===== config.mk =====
export PLATFORM = sky130hd
export DESIGN_NAME = ctl_port
export DESIGN_NICKNAME = d
export VERILOG_FILES = /design/src/design/ctl_port.v /design/src/design/pin_sync.v
export VERILOG_INCLUDE_DIRS = /design/src /design/src/design
export SDC_FILE = /design/constraint.sdc
export NUM_CORES = 1
export LEC_CHECK = 0
export BUFFER_PORTS_ARGS = -buffer_cell sky130_fd_sc_hd__buf_2
export CELL_PAD_IN_SITES_DETAIL_PLACEMENT = 0
export CELL_PAD_IN_SITES_GLOBAL_PLACEMENT = 2
export CORE_MARGIN = 2
export CORE_UTILIZATION = 43
export CTS_CLUSTER_DIAMETER = 120
export DETAILED_ROUTE_END_ITERATION = 10
export GPL_ROUTABILITY_DRIVEN = 0
export PLACE_DENSITY_LB_ADDON = 0.15
export SLEW_MARGIN = 20
export SYNTH_ARGS = -nofsm -noshare
export SYNTH_HDL_FRONTEND = slang
export SYNTH_HIERARCHICAL = 1
export SYNTH_SLANG_ARGS = --single-unit

===== constraint.sdc =====
create_clock -name clock -period 4.3 [get_ports clock]
set_input_delay 0.43 -clock clock [delete_from_list [all_inputs] [get_ports clock]]
set_output_delay 0.43 -clock clock [all_outputs]
set_load 0.005 [all_outputs]

===== src/design/ctl_port_regs.vh =====
`ifndef CTL_PORT_REGS_VH
`define CTL_PORT_REGS_VH
`define SLAVE_ADDR          7'h09
`define REG_REGULATOR_CTL   2'h0
`define REG_LED_CTL         2'h1
`define REG_LED_CODE        2'h2
`define REG_LED_PWM         2'h3
`define REG_RESET_VALUE     8'h00
`define BURST1_BIT          2
`define BURST2_BIT          3
`define BURST3_BIT          4
`define REG_SLEW_LSB_BIT    5
`define REG_SLEW_MSB_BIT    6
`define BOOST_EN_BIT        0
`define RAMP_MSB_BIT        1
`define RAMP_LSB_BIT        2
`define MODE_LSB_BIT        3
`define MODE_MSB_BIT        4
`define DIMCLK_LSB_BIT      5
`define DIMCLK_MSB_BIT      6
`define BOOST_SLOW_BIT      7
`define CODE_MSB            5
`define DEN_MSB             3
`define NUM_LSB             4
`define NUM_MSB             7
`endif


===== src/design/ctl_port.v =====
`include "ctl_port_regs.vh"

module ctl_port (
  // System
  input  wire       clock,
  input  wire       sys_rst,
  // Clear sources
  input  wire       supply_lockout,
  input  wire       power_down_state,
  // Bus pins
  input  wire       scl_in,
  input  wire       sda_in,
  output reg        sda_out,
  output reg        sda_oe_n,
  // Status inputs
  input  wire       charging,
  input  wire [1:0] charger_fault,
  input  wire [1:0] linear_reg_good,
  input  wire [2:0] stepdown_reg_good,
  // Command latch outputs
  output reg        reg1_burst_sel,
  output reg        reg2_burst_sel,
  output reg        reg3_burst_sel,
  output reg  [1:0] regulator_slew,
  output reg        boost_enable,
  output reg  [1:0] ramp_time,
  output reg  [1:0] boost_mode,
  output reg  [1:0] dim_clock_sel,
  output reg        boost_switch_slow,
  output reg  [5:0] led_current_code,
  output reg  [3:0] dim_denominator,
  output reg  [3:0] dim_numerator
);
  localparam ST_IDLE = 6'h01;
  localparam ST_RECV = 6'h02;
  localparam ST_ACK  = 6'h04;
  localparam ST_SEND = 6'h08;
  localparam ST_MACK = 6'h10;
  localparam ST_WAIT = 6'h20;

  wire scl_s;
  wire sda_s;
  reg  scl_d_r;
  reg  sda_d_r;
  reg  [5:0] state_r;
  reg  [7:0] shift_r;
  reg  [3:0] bit_cnt_r;
  reg  [1:0] byte_idx_r;
  reg        is_read_r;
  reg  [1:0] sel_r;
  reg  [7:0] status_r;
  reg  [7:0] status_meta_r;
  reg  [7:0] status_sync_r;
  reg  [7:0] hold_r [0:3];
  reg  [7:0] cmd_r  [0:3];
  integer    i;
  integer    j;

  pin_sync u_scl (
    .clock        (clock),
    .sys_rst      (sys_rst),
    .pin_in       (scl_in),
    .pin_sync_out (scl_s)
  );
  pin_sync u_sda (
    .clock        (clock),
    .sys_rst      (sys_rst),
    .pin_in       (sda_in),
    .pin_sync_out (sda_s)
  );

  wire scl_rise = scl_s & ~scl_d_r;
  wire scl_fall = ~scl_s & scl_d_r;
  wire start_c  = scl_s & scl_d_r & sda_d_r & ~sda_s;
  wire stop_c   = scl_s & scl_d_r & ~sda_d_r & sda_s;
  wire clear_c  = sys_rst | supply_lockout | power_down_state;

  always @(posedge clock) begin
    if (sys_rst) begin
      scl_d_r <= 1'b1;
      sda_d_r <= 1'b1;
    end else begin
      scl_d_r <= scl_s;
      sda_d_r <= sda_s;
    end
  end

  // Status levels arrive on their own timing; bits settle independently,
  // so a change right at capture may mix old and new bits
  always @(posedge clock) begin
    if (sys_rst) begin
      status_meta_r <= 8'h00;
      status_sync_r <= 8'h00;
    end else begin
      status_meta_r <= {stepdown_reg_good, linear_reg_good,
                        charger_fault, charging};
      status_sync_r <= status_meta_r;
    end
  end

  // Port state and holding latches
  always @(posedge clock) begin
    if (clear_c) begin
      state_r    <= ST_IDLE;
      shift_r    <= 8'h00;
      bit_cnt_r  <= 4'h0;
      byte_idx_r <= 2'h0;
      is_read_r  <= 1'b0;
      sel_r      <= 2'h0;
      status_r   <= 8'h00;
      sda_out    <= 1'b1;
      sda_oe_n   <= 1'b1;
      for (i = 0; i < 4; i = i + 1) begin
        hold_r[i] <= `REG_RESET_VALUE;
      end
    end else if (start_c) begin
      // Repeated start also lands here; holding latches keep data
      state_r    <= ST_RECV;
      bit_cnt_r  <= 4'h0;
      byte_idx_r <= 2'h0;
      sda_oe_n   <= 1'b1;
    end else if (stop_c) begin
      state_r  <= ST_IDLE;
      sda_oe_n <= 1'b1;
    end else begin
      case (state_r)
        ST_IDLE: begin
          sda_oe_n <= 1'b1;
        end
        ST_RECV: begin
          if (scl_rise) begin
            shift_r   <= {shift_r[6:0], sda_s};  // MSB first
            bit_cnt_r <= bit_cnt_r + 4'h1;
          end else if (scl_fall && bit_cnt_r == 4'h8) begin
            bit_cnt_r <= 4'h0;
            if (byte_idx_r == 2'h0) begin
              if (shift_r[7:1] == `SLAVE_ADDR) begin
                is_read_r <= shift_r[0];
                state_r   <= ST_ACK;
                sda_out   <= 1'b0;
                sda_oe_n  <= 1'b0;
                if (shift_r[0]) begin
                  status_r <= status_sync_r;
                end
              end else begin
                state_r <= ST_WAIT;
              end
            end else if (byte_idx_r == 2'h1) begin
              sel_r    <= shift_r[1:0];
              state_r  <= ST_ACK;
              sda_out  <= 1'b0;
              sda_oe_n <= 1'b0;
            end else if (byte_idx_r == 2'h2) begin
              hold_r[sel_r] <= shift_r;
              state_r       <= ST_ACK;
              sda_out       <= 1'b0;
              sda_oe_n      <= 1'b0;
            end else begin
              // Fourth byte not acknowledged
              state_r <= ST_WAIT;
            end
          end
        end
        ST_ACK: begin
          // Held low until the acknowledge clock falls
          if (scl_fall) begin
            byte_idx_r <= byte_idx_r + 2'h1;
            if (is_read_r) begin
              state_r   <= ST_SEND;
              sda_out   <= status_r[7];
              sda_oe_n  <= 1'b0;
              shift_r   <= {status_r[6:0], 1'b0};
              bit_cnt_r <= 4'h1;
            end else begin
              sda_out  <= 1'b1;
              sda_oe_n <= 1'b1;
              state_r  <= (byte_idx_r == 2'h2) ? ST_WAIT : ST_RECV;
            end
          end
        end
        ST_SEND: begin
          if (scl_fall) begin
            if (bit_cnt_r == 4'h8) begin
              sda_out  <= 1'b1;
              sda_oe_n <= 1'b1;
              state_r  <= ST_MACK;
            end else begin
              sda_out   <= shift_r[7];
              shift_r   <= {shift_r[6:0], 1'b0};
              bit_cnt_r <= bit_cnt_r + 4'h1;
            end
          end
        end
        ST_MACK: begin
          // Master acknowledge ignored either way
          if (scl_fall) begin
            state_r <= ST_WAIT;
          end
        end
        ST_WAIT: begin
          sda_oe_n <= 1'b1;
        end
        default: begin
          state_r  <= ST_IDLE;
          sda_oe_n <= 1'b1;
        end
      endcase
    end
  end

  // Command latches update only at stop or on a clear
  always @(posedge clock) begin
    if (clear_c) begin
      for (j = 0; j < 4; j = j + 1) begin
        cmd_r[j] <= `REG_RESET_VALUE;
      end
    end else if (stop_c) begin
      for (j = 0; j < 4; j = j + 1) begin
        cmd_r[j] <= hold_r[j];
      end
    end
  end

  // Two-bit field of a latch byte, upper bit first
  function [1:0] pick2(input [7:0] byte_v, input integer hi_pos, input integer lo_pos);
    pick2 = {byte_v[hi_pos], byte_v[lo_pos]};
  endfunction

  // Field decode registered so outputs come straight from flops
  always @(posedge clock) begin
    if (clear_c) begin
      reg1_burst_sel    <= 1'b0;
      reg2_burst_sel    <= 1'b0;
      reg3_burst_sel    <= 1'b0;
      regulator_slew    <= 2'h0;
      boost_enable      <= 1'b0;
      ramp_time         <= 2'h0;
      boost_mode        <= 2'h0;
      dim_clock_sel     <= 2'h0;
      boost_switch_slow <= 1'b0;
      led_current_code  <= 6'h00;
      dim_denominator   <= 4'h0;
      dim_numerator     <= 4'h0;
    end else begin
      reg1_burst_sel    <= cmd_r[`REG_REGULATOR_CTL][`BURST1_BIT];
      reg2_burst_sel    <= cmd_r[`REG_REGULATOR_CTL][`BURST2_BIT];
      reg3_burst_sel    <= cmd_r[`REG_REGULATOR_CTL][`BURST3_BIT];
      regulator_slew    <= pick2(cmd_r[`REG_REGULATOR_CTL],
                                 `REG_SLEW_MSB_BIT, `REG_SLEW_LSB_BIT);
      boost_enable      <= cmd_r[`REG_LED_CTL][`BOOST_EN_BIT];
      ramp_time         <= pick2(cmd_r[`REG_LED_CTL],
                                 `RAMP_MSB_BIT, `RAMP_LSB_BIT);
      // Code 11 passed through unchanged; master must not write it
      boost_mode        <= pick2(cmd_r[`REG_LED_CTL],
                                 `MODE_MSB_BIT, `MODE_LSB_BIT);
      dim_clock_sel     <= pick2(cmd_r[`REG_LED_CTL],
                                 `DIMCLK_MSB_BIT, `DIMCLK_LSB_BIT);
      boost_switch_slow <= cmd_r[`REG_LED_CTL][`BOOST_SLOW_BIT];
      led_current_code  <= cmd_r[`REG_LED_CODE][`CODE_MSB:0];
      dim_denominator   <= cmd_r[`REG_LED_PWM][`DEN_MSB:0];
      dim_numerator     <= cmd_r[`REG_LED_PWM][`NUM_MSB:`NUM_LSB];
    end
  end
endmodule


===== src/design/pin_sync.v =====
// Two-stage synchroniser for pins from outside the clock domain
module pin_sync (
  // System
  input  wire clock,
  input  wire sys_rst,
  // Pin and result
  input  wire pin_in,
  output reg  pin_sync_out
);
  reg meta_r;

  always @(posedge clock) begin
    if (sys_rst) begin
      meta_r       <= 1'b1;
      pin_sync_out <= 1'b1;
    end else begin
      meta_r       <= pin_in;
      pin_sync_out <= meta_r;
    end
  end
endmodule


==> metrics.csv, run 1 <==
metric,value,unit
cts.sinks,136,
drt_iter0_drc,160,
io-pin-count,43,
coreArea,12000,µm²
yosys_warnings,6,
grt_antenna_before_repair,0,
ys_ff_latch,136,
placedCellCount,623,
io_buffer_count,42,
end_kind,flip-flop,
die_h,115,µm
cts_resized,0,
period_share,0.616,
max_cap_viol_count,0,
async_flop_share,0,
start_util,0.441,
grt_max_degree,37,
via_per_inst,4.91,
wl_per_cell,13.6,µm
row_count,40,
hold_depth,2,
synth_top_area_frac,0.310,
setup_total_negative_slack,0,ns
power.leakage,2.52,nW
final_net_count,515,
htreeDepth,4,
grt_util_all_layers,0.151,
multi_input_area,1910,µm²
clk_pin_slew_worst_paths,0.06,ns
fin_skew,0.00665,ns
fillers,1101,
dieArea,13200,µm²
final_cells,655,
overflow,0,
rsz0062_at_grt,no,
ir_worst_vdd,259,µV
tritoncts,done,
fin_util,0.524,
total_power,2.95,mW
wirelength,8910,µm
cts_buffers,17,
synthTopCellsByArea,"dfxtp_1 31%, edfxtp_1 31%, and2_1 9.8%",
synth_edf_count,54,
antenna_cells,0,
drv_slew,0,
grt_pass1_wl,15200,µm
fmaxAchievable,377,MHz
startpoint_type,flip-flop,
post_cts_buffers,0,
synthDistinctLibCells,57,
cts_root_buf,clkbuf_16,
synth_ff_type,dfxtp_1,
dr_total_vias,3217,
layout-drive-gt1-share,0.177,
hpwl,6150,µm
register_area,3260,µm²
clk_path_buf_depth,2,
period_minus_slack,2.65,ns
worst_skew_pair.late_latency,0.41,ns
ys_seq_area_frac,0.616,
cp.required,4.39,ns
hold_class,in2reg,
grt_pass1_vias,3075,
slew_headroom,0.412,
outcome,"finished, final reports clean",
hold_ws,0.192,ns
yosysMostFrequentCell,and2_1,
ant_nets,0,
postCtsHoldBufs,0,
die_w,115,µm
route.detailed.drc,0,
crit_fanout,10,
syn-cell-area,5300,µm²
tightest_slew,0.881,ns
synth_commonest_cells,"83 x and2_1, 82 x dfxtp_1, 54 x edfxtp_1",
avgSynthCellArea,11.8,µm²
setup_viol,0,
area_growth,18.6,%
hold_viol,0,
critical_path_class,reg2reg,
yosys.area.top_type,dfxtp_1,
synth_nets,469,
power_density,469,nW/µm²
drtPass1Iterations,4,
syn_inst,449,
worstRegToRegCells,5,
arrival,2.74,ns
-- metal layers --
layer  part of all wire  track usage  vias up
met1               0.47        0.184     1495
li1                   -            -     1644
met5                  0            0        -
met4              0.019       0.0779        0
met3              0.036       0.0480       14
met2               0.48        0.242       64
-- final timing paths --
| check | from | endpoint | slack (ns) |
|---|---|---|---|
| worst max-delay path | state_r[1] | hold_r[2][1] | 1.65 |
| worst min register to register | u_scl/meta_r | u_scl/pin_sync_out | 0.40 |
| worst min-delay path | scl_in | u_scl/meta_r | 0.19 |
| worst max register to register | state_r[1] | hold_r[2][1] | 1.65 |
-- layout make-up --
| type | count | share of cell area |
|---|---|---|
| inverter | 10 | 0.00597 |
| clock buffer | 26 | 0.0929 |
| sequential | 136 | 0.519 |
| clock inverter | 6 | 0.0107 |
| multi-input combinational | 284 | 0.304 |
| timing repair buffer | 46 | 0.0382 |
| tap | 147 | 0.0292 |
-- stage by stage --
step	instance area (µm²)	setup WS, ns
5_1_grt	6290	1.32
4_1_cts	6280	1.61
3_5_place_dp	5630	1.42
2_1_floorplan	5300	1.85
3_3_place_gp	5630	1.50
6_report	6290	1.65
-- kinds of logic after synthesis --
| family | share of synthesized area |
|---|---|
| and+or+nand+nor | 0.233 |
| adders and majority gates | 0.0161 |
| muxes | 0.0397 |
| AOI/OAI and AO/OA | 0.0652 |
| buffers and inverters | 0.0255 |
| DFF | 0.616 |
| xor gates and xnor gates | 0.00496 |
-- cells in the final DEF (no fill, tap or decap), types with 3 or more instances in the layout --
cell       count
o21ai_0        8
o22ai_1        3
nor2b_1       24
a21oi_1        6
nor4_1         3
mux2i_1       21
nor3_1         4
nand4_1        3
nand3_1        8
nand2_1       15
edfxtp_1      54
ha_1           6
inv_1         10
or2_1          4
buf_2         42
dfxtp_1       82
a211oi_1       6
nand2b_1       7
clkbuf_16     21
and2_1        83
buf_4          4
nor3b_1        3
nor2_1        34
clkbuf_8       4
-- flip-flops by register name, indices dropped and copies added (netlist names), 6 cells and up --
signal            count
status_sync_r         8
shift_r               8
hold_r               27
status_meta_r         8
cmd_r                27
status_r              8
state_r               6
led_current_code      6
-- worst max-delay path, cell delays in order (launching register included) --
cell and delay (ns):
dfxtp_1 0.53, nor3b_1 0.40, nand4_2 0.35, nor3_2 0.44, and3b_1 0.32, nand2b_1 0.29
-- power by group --
group | total (mW) | internal, mW | switching [mW]
registers | 1.37 | 1.37 | 0.00714
clock network | 1.53 | 1.00 | 0.527
logic | 0.0452 | 0.0168 | 0.0284
(Power assumes the default switching activity.)
==> run 2: changes to the inputs <==
Settings changed: CORE_UTILIZATION 43 to 40.
Clock period 4.3 ns to 2.5 ns, I/O delays scaled along.
==> metrics.csv, run 2 (synthesized netlist as in run 1, its figures left out) <==
metric,value,unit,change
row_count,42,,+5.0%
route.detailed.drc,0,,unchanged
cts_buffers,17,,unchanged
dr_total_vias,3327,,+3.4%
mostFrequentLayoutCell,and2_1,,
io-pin-count,43,,unchanged
endpoint,sda_oe_n,,
wirelength,9410,µm,+5.7%
start_util,0.405,,-0.0362
critical_path_class,reg2reg,,
postCtsHoldBufs,2,,+2
ant_nets,0,,unchanged
clk_path_buf_depth,2,,unchanged
grt_pass1_vias,3095,,+0.65%
htreeDepth,4,,unchanged
fin_util,0.488,,-0.0351
drv_slew,0,,unchanged
dieArea,14200,µm²,+7.2%
cp_num_buf_inv,1,,+1
area_growth,20.6,%,
period_minus_slack,2.19,ns,-0.460 ns
via_per_inst,4.75,,-3.4%
worstRegToRegCells,7,,+2
max_cap_viol_count,0,,unchanged
reg2reg_to,sda_oe_n,,
crit_family,simple AND/OR/NAND/NOR gates,,
cts.sinks,136,,unchanged
grt_util_all_layers,0.147,,-0.00460
rsz0062_at_grt,no,,
layout-drive-gt1-share,0.194,,+0.0171
slew_headroom,0.555,,+0.142
hpwl,6530,µm,+6.1%
period_share,0.876,,+0.260
startpoint_type,flip-flop,,
drt_iter0_drc,158,,-1.3%
r2r_slack,0.31,ns,-1.34 ns
r2r_start,byte_idx_r[0],,
final_net_count,532,,+3.3%
fin_skew,0.00814,ns,+0.00149 ns
tightest_slew,0.659,ns,-0.223 ns
die_h,119,µm,+3.6%
hold_class,in2reg,,
power_density,767,nW/µm²,+64%
outcome,"finished, final reports clean",,
crit_fanout,4,,-6
top_regs,"cmd_r x27, hold_r x27",,
setup_total_negative_slack,0,ns,unchanged
overflow,0,,unchanged
cp.required,2.81,ns,-1.58 ns
post_cts_buffers,0,,unchanged
cp_slowest_cell,nor4b_1,,
die_w,119,µm,+3.6%
fmaxAchievable,457,MHz,+21%
clk_pin_slew_worst_paths,0.06,ns,about the same
arrival,2.50,ns,-0.24 ns
wl_per_cell,13.4,µm,-1.2%
drtPass1Iterations,4,,unchanged
tritoncts,done,,
max_stage_delay,0.41,ns,-0.12 ns
final_cell_mix,"83 x and2_1, 82 x dfxtp_1, 54 x edfxtp_1",,
cts_root_buf,clkbuf_16,,
crit_chain,"inv_1, ha_1, nor4b_1, a2bb2oi_1, o21bai_1, or3b_1, a221o_1",,
io_buffer_count,42,,unchanged
antenna_cells,0,,unchanged
hold_viol,0,,unchanged
end_kind,flip-flop,,
power.leakage,2.57,nW,+2.1%
crit_cells,7,,+2
worst_skew_pair.late_latency,0.42,ns,about the same
grt_max_degree,32,,-14%
worstSetupStartpoint,byte_idx_r[0],,
grt_pass1_wl,15600,µm,+2.8%
ir_worst_vdd,399,µV,+54%
cts_resized,0,,unchanged
setup_viol,0,,unchanged
grt_antenna_before_repair,0,,unchanged
coreArea,13100,µm²,+8.9%
-- run 2: changes by cell type in the layout (fill, tap and decap cells not counted), sizes merged --
cell	before	now
clkinv	2	9
inv	13	11
buf	46	61
dlygate4sd3	0	2
clkbuf	26	20
bufinv	1	2
-- run 2: metrics by stage --
stage / hold slack, ns / power (mW) / setup slack [ns] / std cells / cell area (µm²)
2_1_floorplan: 0.347 / 2.46 / 0.227 / 449 / 5300
3_3_place_gp: 0.394 / 2.49 / 0.345 / 667 / 5780
3_5_place_dp: 0.394 / 2.49 / 0.317 / 667 / 5780
4_1_cts: 0.0132 / 4.97 / 0.318 / 701 / 6390
5_1_grt: 0.0157 / 5.09 / 0.122 / 701 / 6390
6_report: 0.0321 / 4.90 / 0.310 / 701 / 6390
-- run 2: metal layers --
metal | vias to the layer above | track usage | wire [µm]
met5 | - | 0 | 0
met2 | 72 | 0.239 | 4650
li1 | 1692 | - | -
met3 | 19 | 0.0474 | 406
met4 | 0 | 0.0893 | 229
met1 | 1544 | 0.168 | 4130
-- run 2: worst register-to-register path, stage by stage (launching register included) --
cell and delay (ns):
dfxtp_1 0.31, inv_1 0.13, ha_1 0.23, nor4b_1 0.41
a2bb2oi_1 0.15, o21bai_1 0.15, or3b_1 0.35, a221o_1 0.34
-- run 2: layout make-up --
class                           instances  area [µm²]
Clock buffer                           20         468
Multi-Input combinational cell        284        1910
Timing Repair Buffer                   63         373
Inverter                               10        37.5
Fill cell                            1204        6690
Sequential cell                       136        3260
Clock inverter                         12         123
Tap cell                              176         220
-- run 2: report_power, final --
group / switching (mW) / leakage [nW] / total, mW / internal (mW)
clock network: 0.911 / 0.294 / 2.46 / 1.54
registers: 0.0120 / 1.30 / 2.36 / 2.35
logic: 0.0507 / 0.986 / 0.0850 / 0.0343
total: 0.974 / 2.57 / 4.90 / 3.93
-- run 2: how the worst min path moves through the flow --
stage	startpoint	endpoint	cells after the start
2_1_floorplan	scl_in	u_scl/meta_r	1
3_3_place_gp	u_scl/meta_r	u_scl/pin_sync_out	1
3_5_place_dp	u_sda/meta_r	u_sda/pin_sync_out	1
4_1_cts	stepdown_reg_good[2]	status_meta_r[7]	2
5_1_grt	linear_reg_good[1]	status_meta_r[4]	2
6_report	stepdown_reg_good[2]	status_meta_r[7]	2
==> run 3: changes to the inputs <==
Settings changed: PLACE_DENSITY set to 0.76, PLACE_DENSITY_LB_ADDON 0.15 to unset.
==> metrics.csv, run 3 (synthesized netlist as in run 1, its figures left out) <==
metric,value,unit,change
outcome,"finished, final reports clean",,
grt_max_degree,30,,-6.3%
grt_util_all_layers,0.141,,-0.00535
hpwl,6400,µm,-2.0%
ir_worst_vdd,353,µV,-11%
ant_nets,0,,unchanged
tightest_slew,0.736,ns,+0.0772 ns
io-pin-count,43,,unchanged
coreArea,13100,µm²,unchanged
row_count,42,,unchanged
die_w,119,µm,unchanged
die_h,119,µm,unchanged
met1_usage,0.174,,+0.00593
start_util,0.405,,unchanged
fmaxAchievable,443,MHz,-2.9%
drtPass1Iterations,5,,+1
hold_class,in2reg,,
setup_viol,0,,unchanged
cts.sinks,136,,unchanged
arrival,2.36,ns,-0.14 ns
dieArea,14200,µm²,unchanged
tritoncts,done,,
top_regs,"cmd_r x27, hold_r x27",,
top_usage_layer,met2,,
grt_antenna_before_repair,0,,unchanged
wirelength,9100,µm,-3.3%
startpoint_type,flip-flop,,
layout-drive-gt1-share,0.202,,+0.00724
via_per_inst,4.64,,-2.3%
fillers,1171,,-2.7%
grt_pass1_wl,15400,µm,-1.4%
setup_total_negative_slack,0,ns,unchanged
route.detailed.drc,0,,unchanged
antenna_cells,0,,unchanged
area_growth,20.6,%,about the same
period_minus_slack,2.26,ns,+0.0648 ns
crit_fanout,11,,+7
clk_path_buf_depth,2,,unchanged
cp.required,2.60,ns,-0.21 ns
grt_pass1_vias,3043,,-1.7%
critical_path_class,reg2reg,,
use_met2,0.226,,-0.0126
drt_iter0_drc,204,,+29%
clkPwrFrac,0.497,,-0.004
overflow,0,,unchanged
switching_share,0.212,,+0.0134
p_int,3.83,mW,-2.5%
io_buffer_count,42,,unchanged
mostFrequentLayoutCell,and2_1,,
gr-usage-met3,0.0474,,unchanged
power.leakage,2.58,nW,+0.19%
htreeDepth,4,,unchanged
cts_buffers,17,,unchanged
period_share,0.902,,+0.0259
clk_pin_slew_worst_paths,0.06,ns,about the same
wl_per_cell,13.0,µm,-3.5%
rsz0062_at_grt,no,,
power_density,761,nW/µm²,-0.84%
fin_skew,0.00665,ns,-0.00149 ns
hold_viol,0,,unchanged
final_net_count,533,,+0.19%
end_kind,flip-flop,,
slew_headroom,0.507,,-0.0482
cts_resized,0,,unchanged
drv_slew,0,,unchanged
cts_root_buf,clkbuf_16,,
comb_power_share,0.018,,about the same
dr_total_vias,3254,,-2.2%
p_sw,1.03,mW,+5.9%
max_cap_viol_count,0,,unchanged
fin_util,0.489,,about the same
final_cell_mix,"83 x and2_1, 82 x dfxtp_1, 54 x edfxtp_1",,
total_power,4.86,mW,-0.80%
worst_skew_pair.late_latency,0.42,ns,about the same
seqPwrFrac,0.486,,+0.004
[run 3: cell count changes in the layout (fill, tap and decap cells not counted), sizes merged]
cell | before | now
buf | 61 | 62
bufinv | 2 | 1
clkbuf | 20 | 18
clkinv | 9 | 6
inv | 11 | 17
[run 3: worst paths after layout]
path	cells after the start	startpoint	slack, ns	endpoint
min	2	linear_reg_good[0]	0.04	status_meta_r[3]
min reg2reg	1	u_sda/meta_r	0.41	u_sda/pin_sync_out
max	5	state_r[0]	0.24	hold_r[0][6]
max reg2reg	5	state_r[0]	0.24	hold_r[0][6]
[run 3: what timing repair did]
item / 4_1_cts / 5_1_grt
buffers inserted: 0 / 0
hold buffers: 2 / 0
endpoints found under the setup margin: 0 / 0
endpoints found under the hold margin: 2 / 0
[run 3: worst max-delay path, stage by stage (launching register included)]
cell,delay (ns)
dfxtp_1,0.41
nor3_1,0.47
nand4_2,0.27
nor3_2,0.21
nor3b_2,0.30
nand2b_1,0.27
[run 3: per-stage QoR]
step | worst slack [ns] | hold WS (ns) | std cells | instance area (µm²)
after floorplan | 0.227 | 0.347 | 449 | 5300
after global placement | 0.361 | 0.392 | 668 | 5790
after detailed placement | 0.240 | 0.396 | 668 | 5790
after CTS | 0.232 | 0.0232 | 702 | 6390
after global routing | 0.0164 | 0.0284 | 702 | 6390
final | 0.245 | 0.0399 | 702 | 6390
[run 3: area by class of cell]
type | count | area, µm² | share of cell area
Multi-Input combinational cell | 284 | 1910 | 0.298
Timing Repair Buffer | 64 | 380 | 0.0595
Clock inverter | 14 | 135 | 0.0211
Inverter | 10 | 37.5 | 0.00587
Tap cell | 176 | 220 | 0.0344
Sequential cell | 136 | 3260 | 0.510
Clock buffer | 18 | 450 | 0.0705
[run 3: power by group through the flow]
stage | combinational [mW] | clock (mW) | sequential, mW
detailed placement | 0.0846 | 0 | 2.41
finish | 0.0856 | 2.42 | 2.36
CTS | 0.0872 | 2.48 | 2.36
global route | 0.0958 | 2.61 | 2.37
global placement | 0.0837 | 0 | 2.41
floorplan | 0.0512 | 0 | 2.41
[run 3: layer usage]
| metal | wire length (µm) | share of wire |
|---|---|---|
| met5 | 0 | 0 |
| met3 | 388 | 0.043 |
| met4 | 158 | 0.017 |
| met2 | 4370 | 0.48 |
| met1 | 4180 | 0.46 |
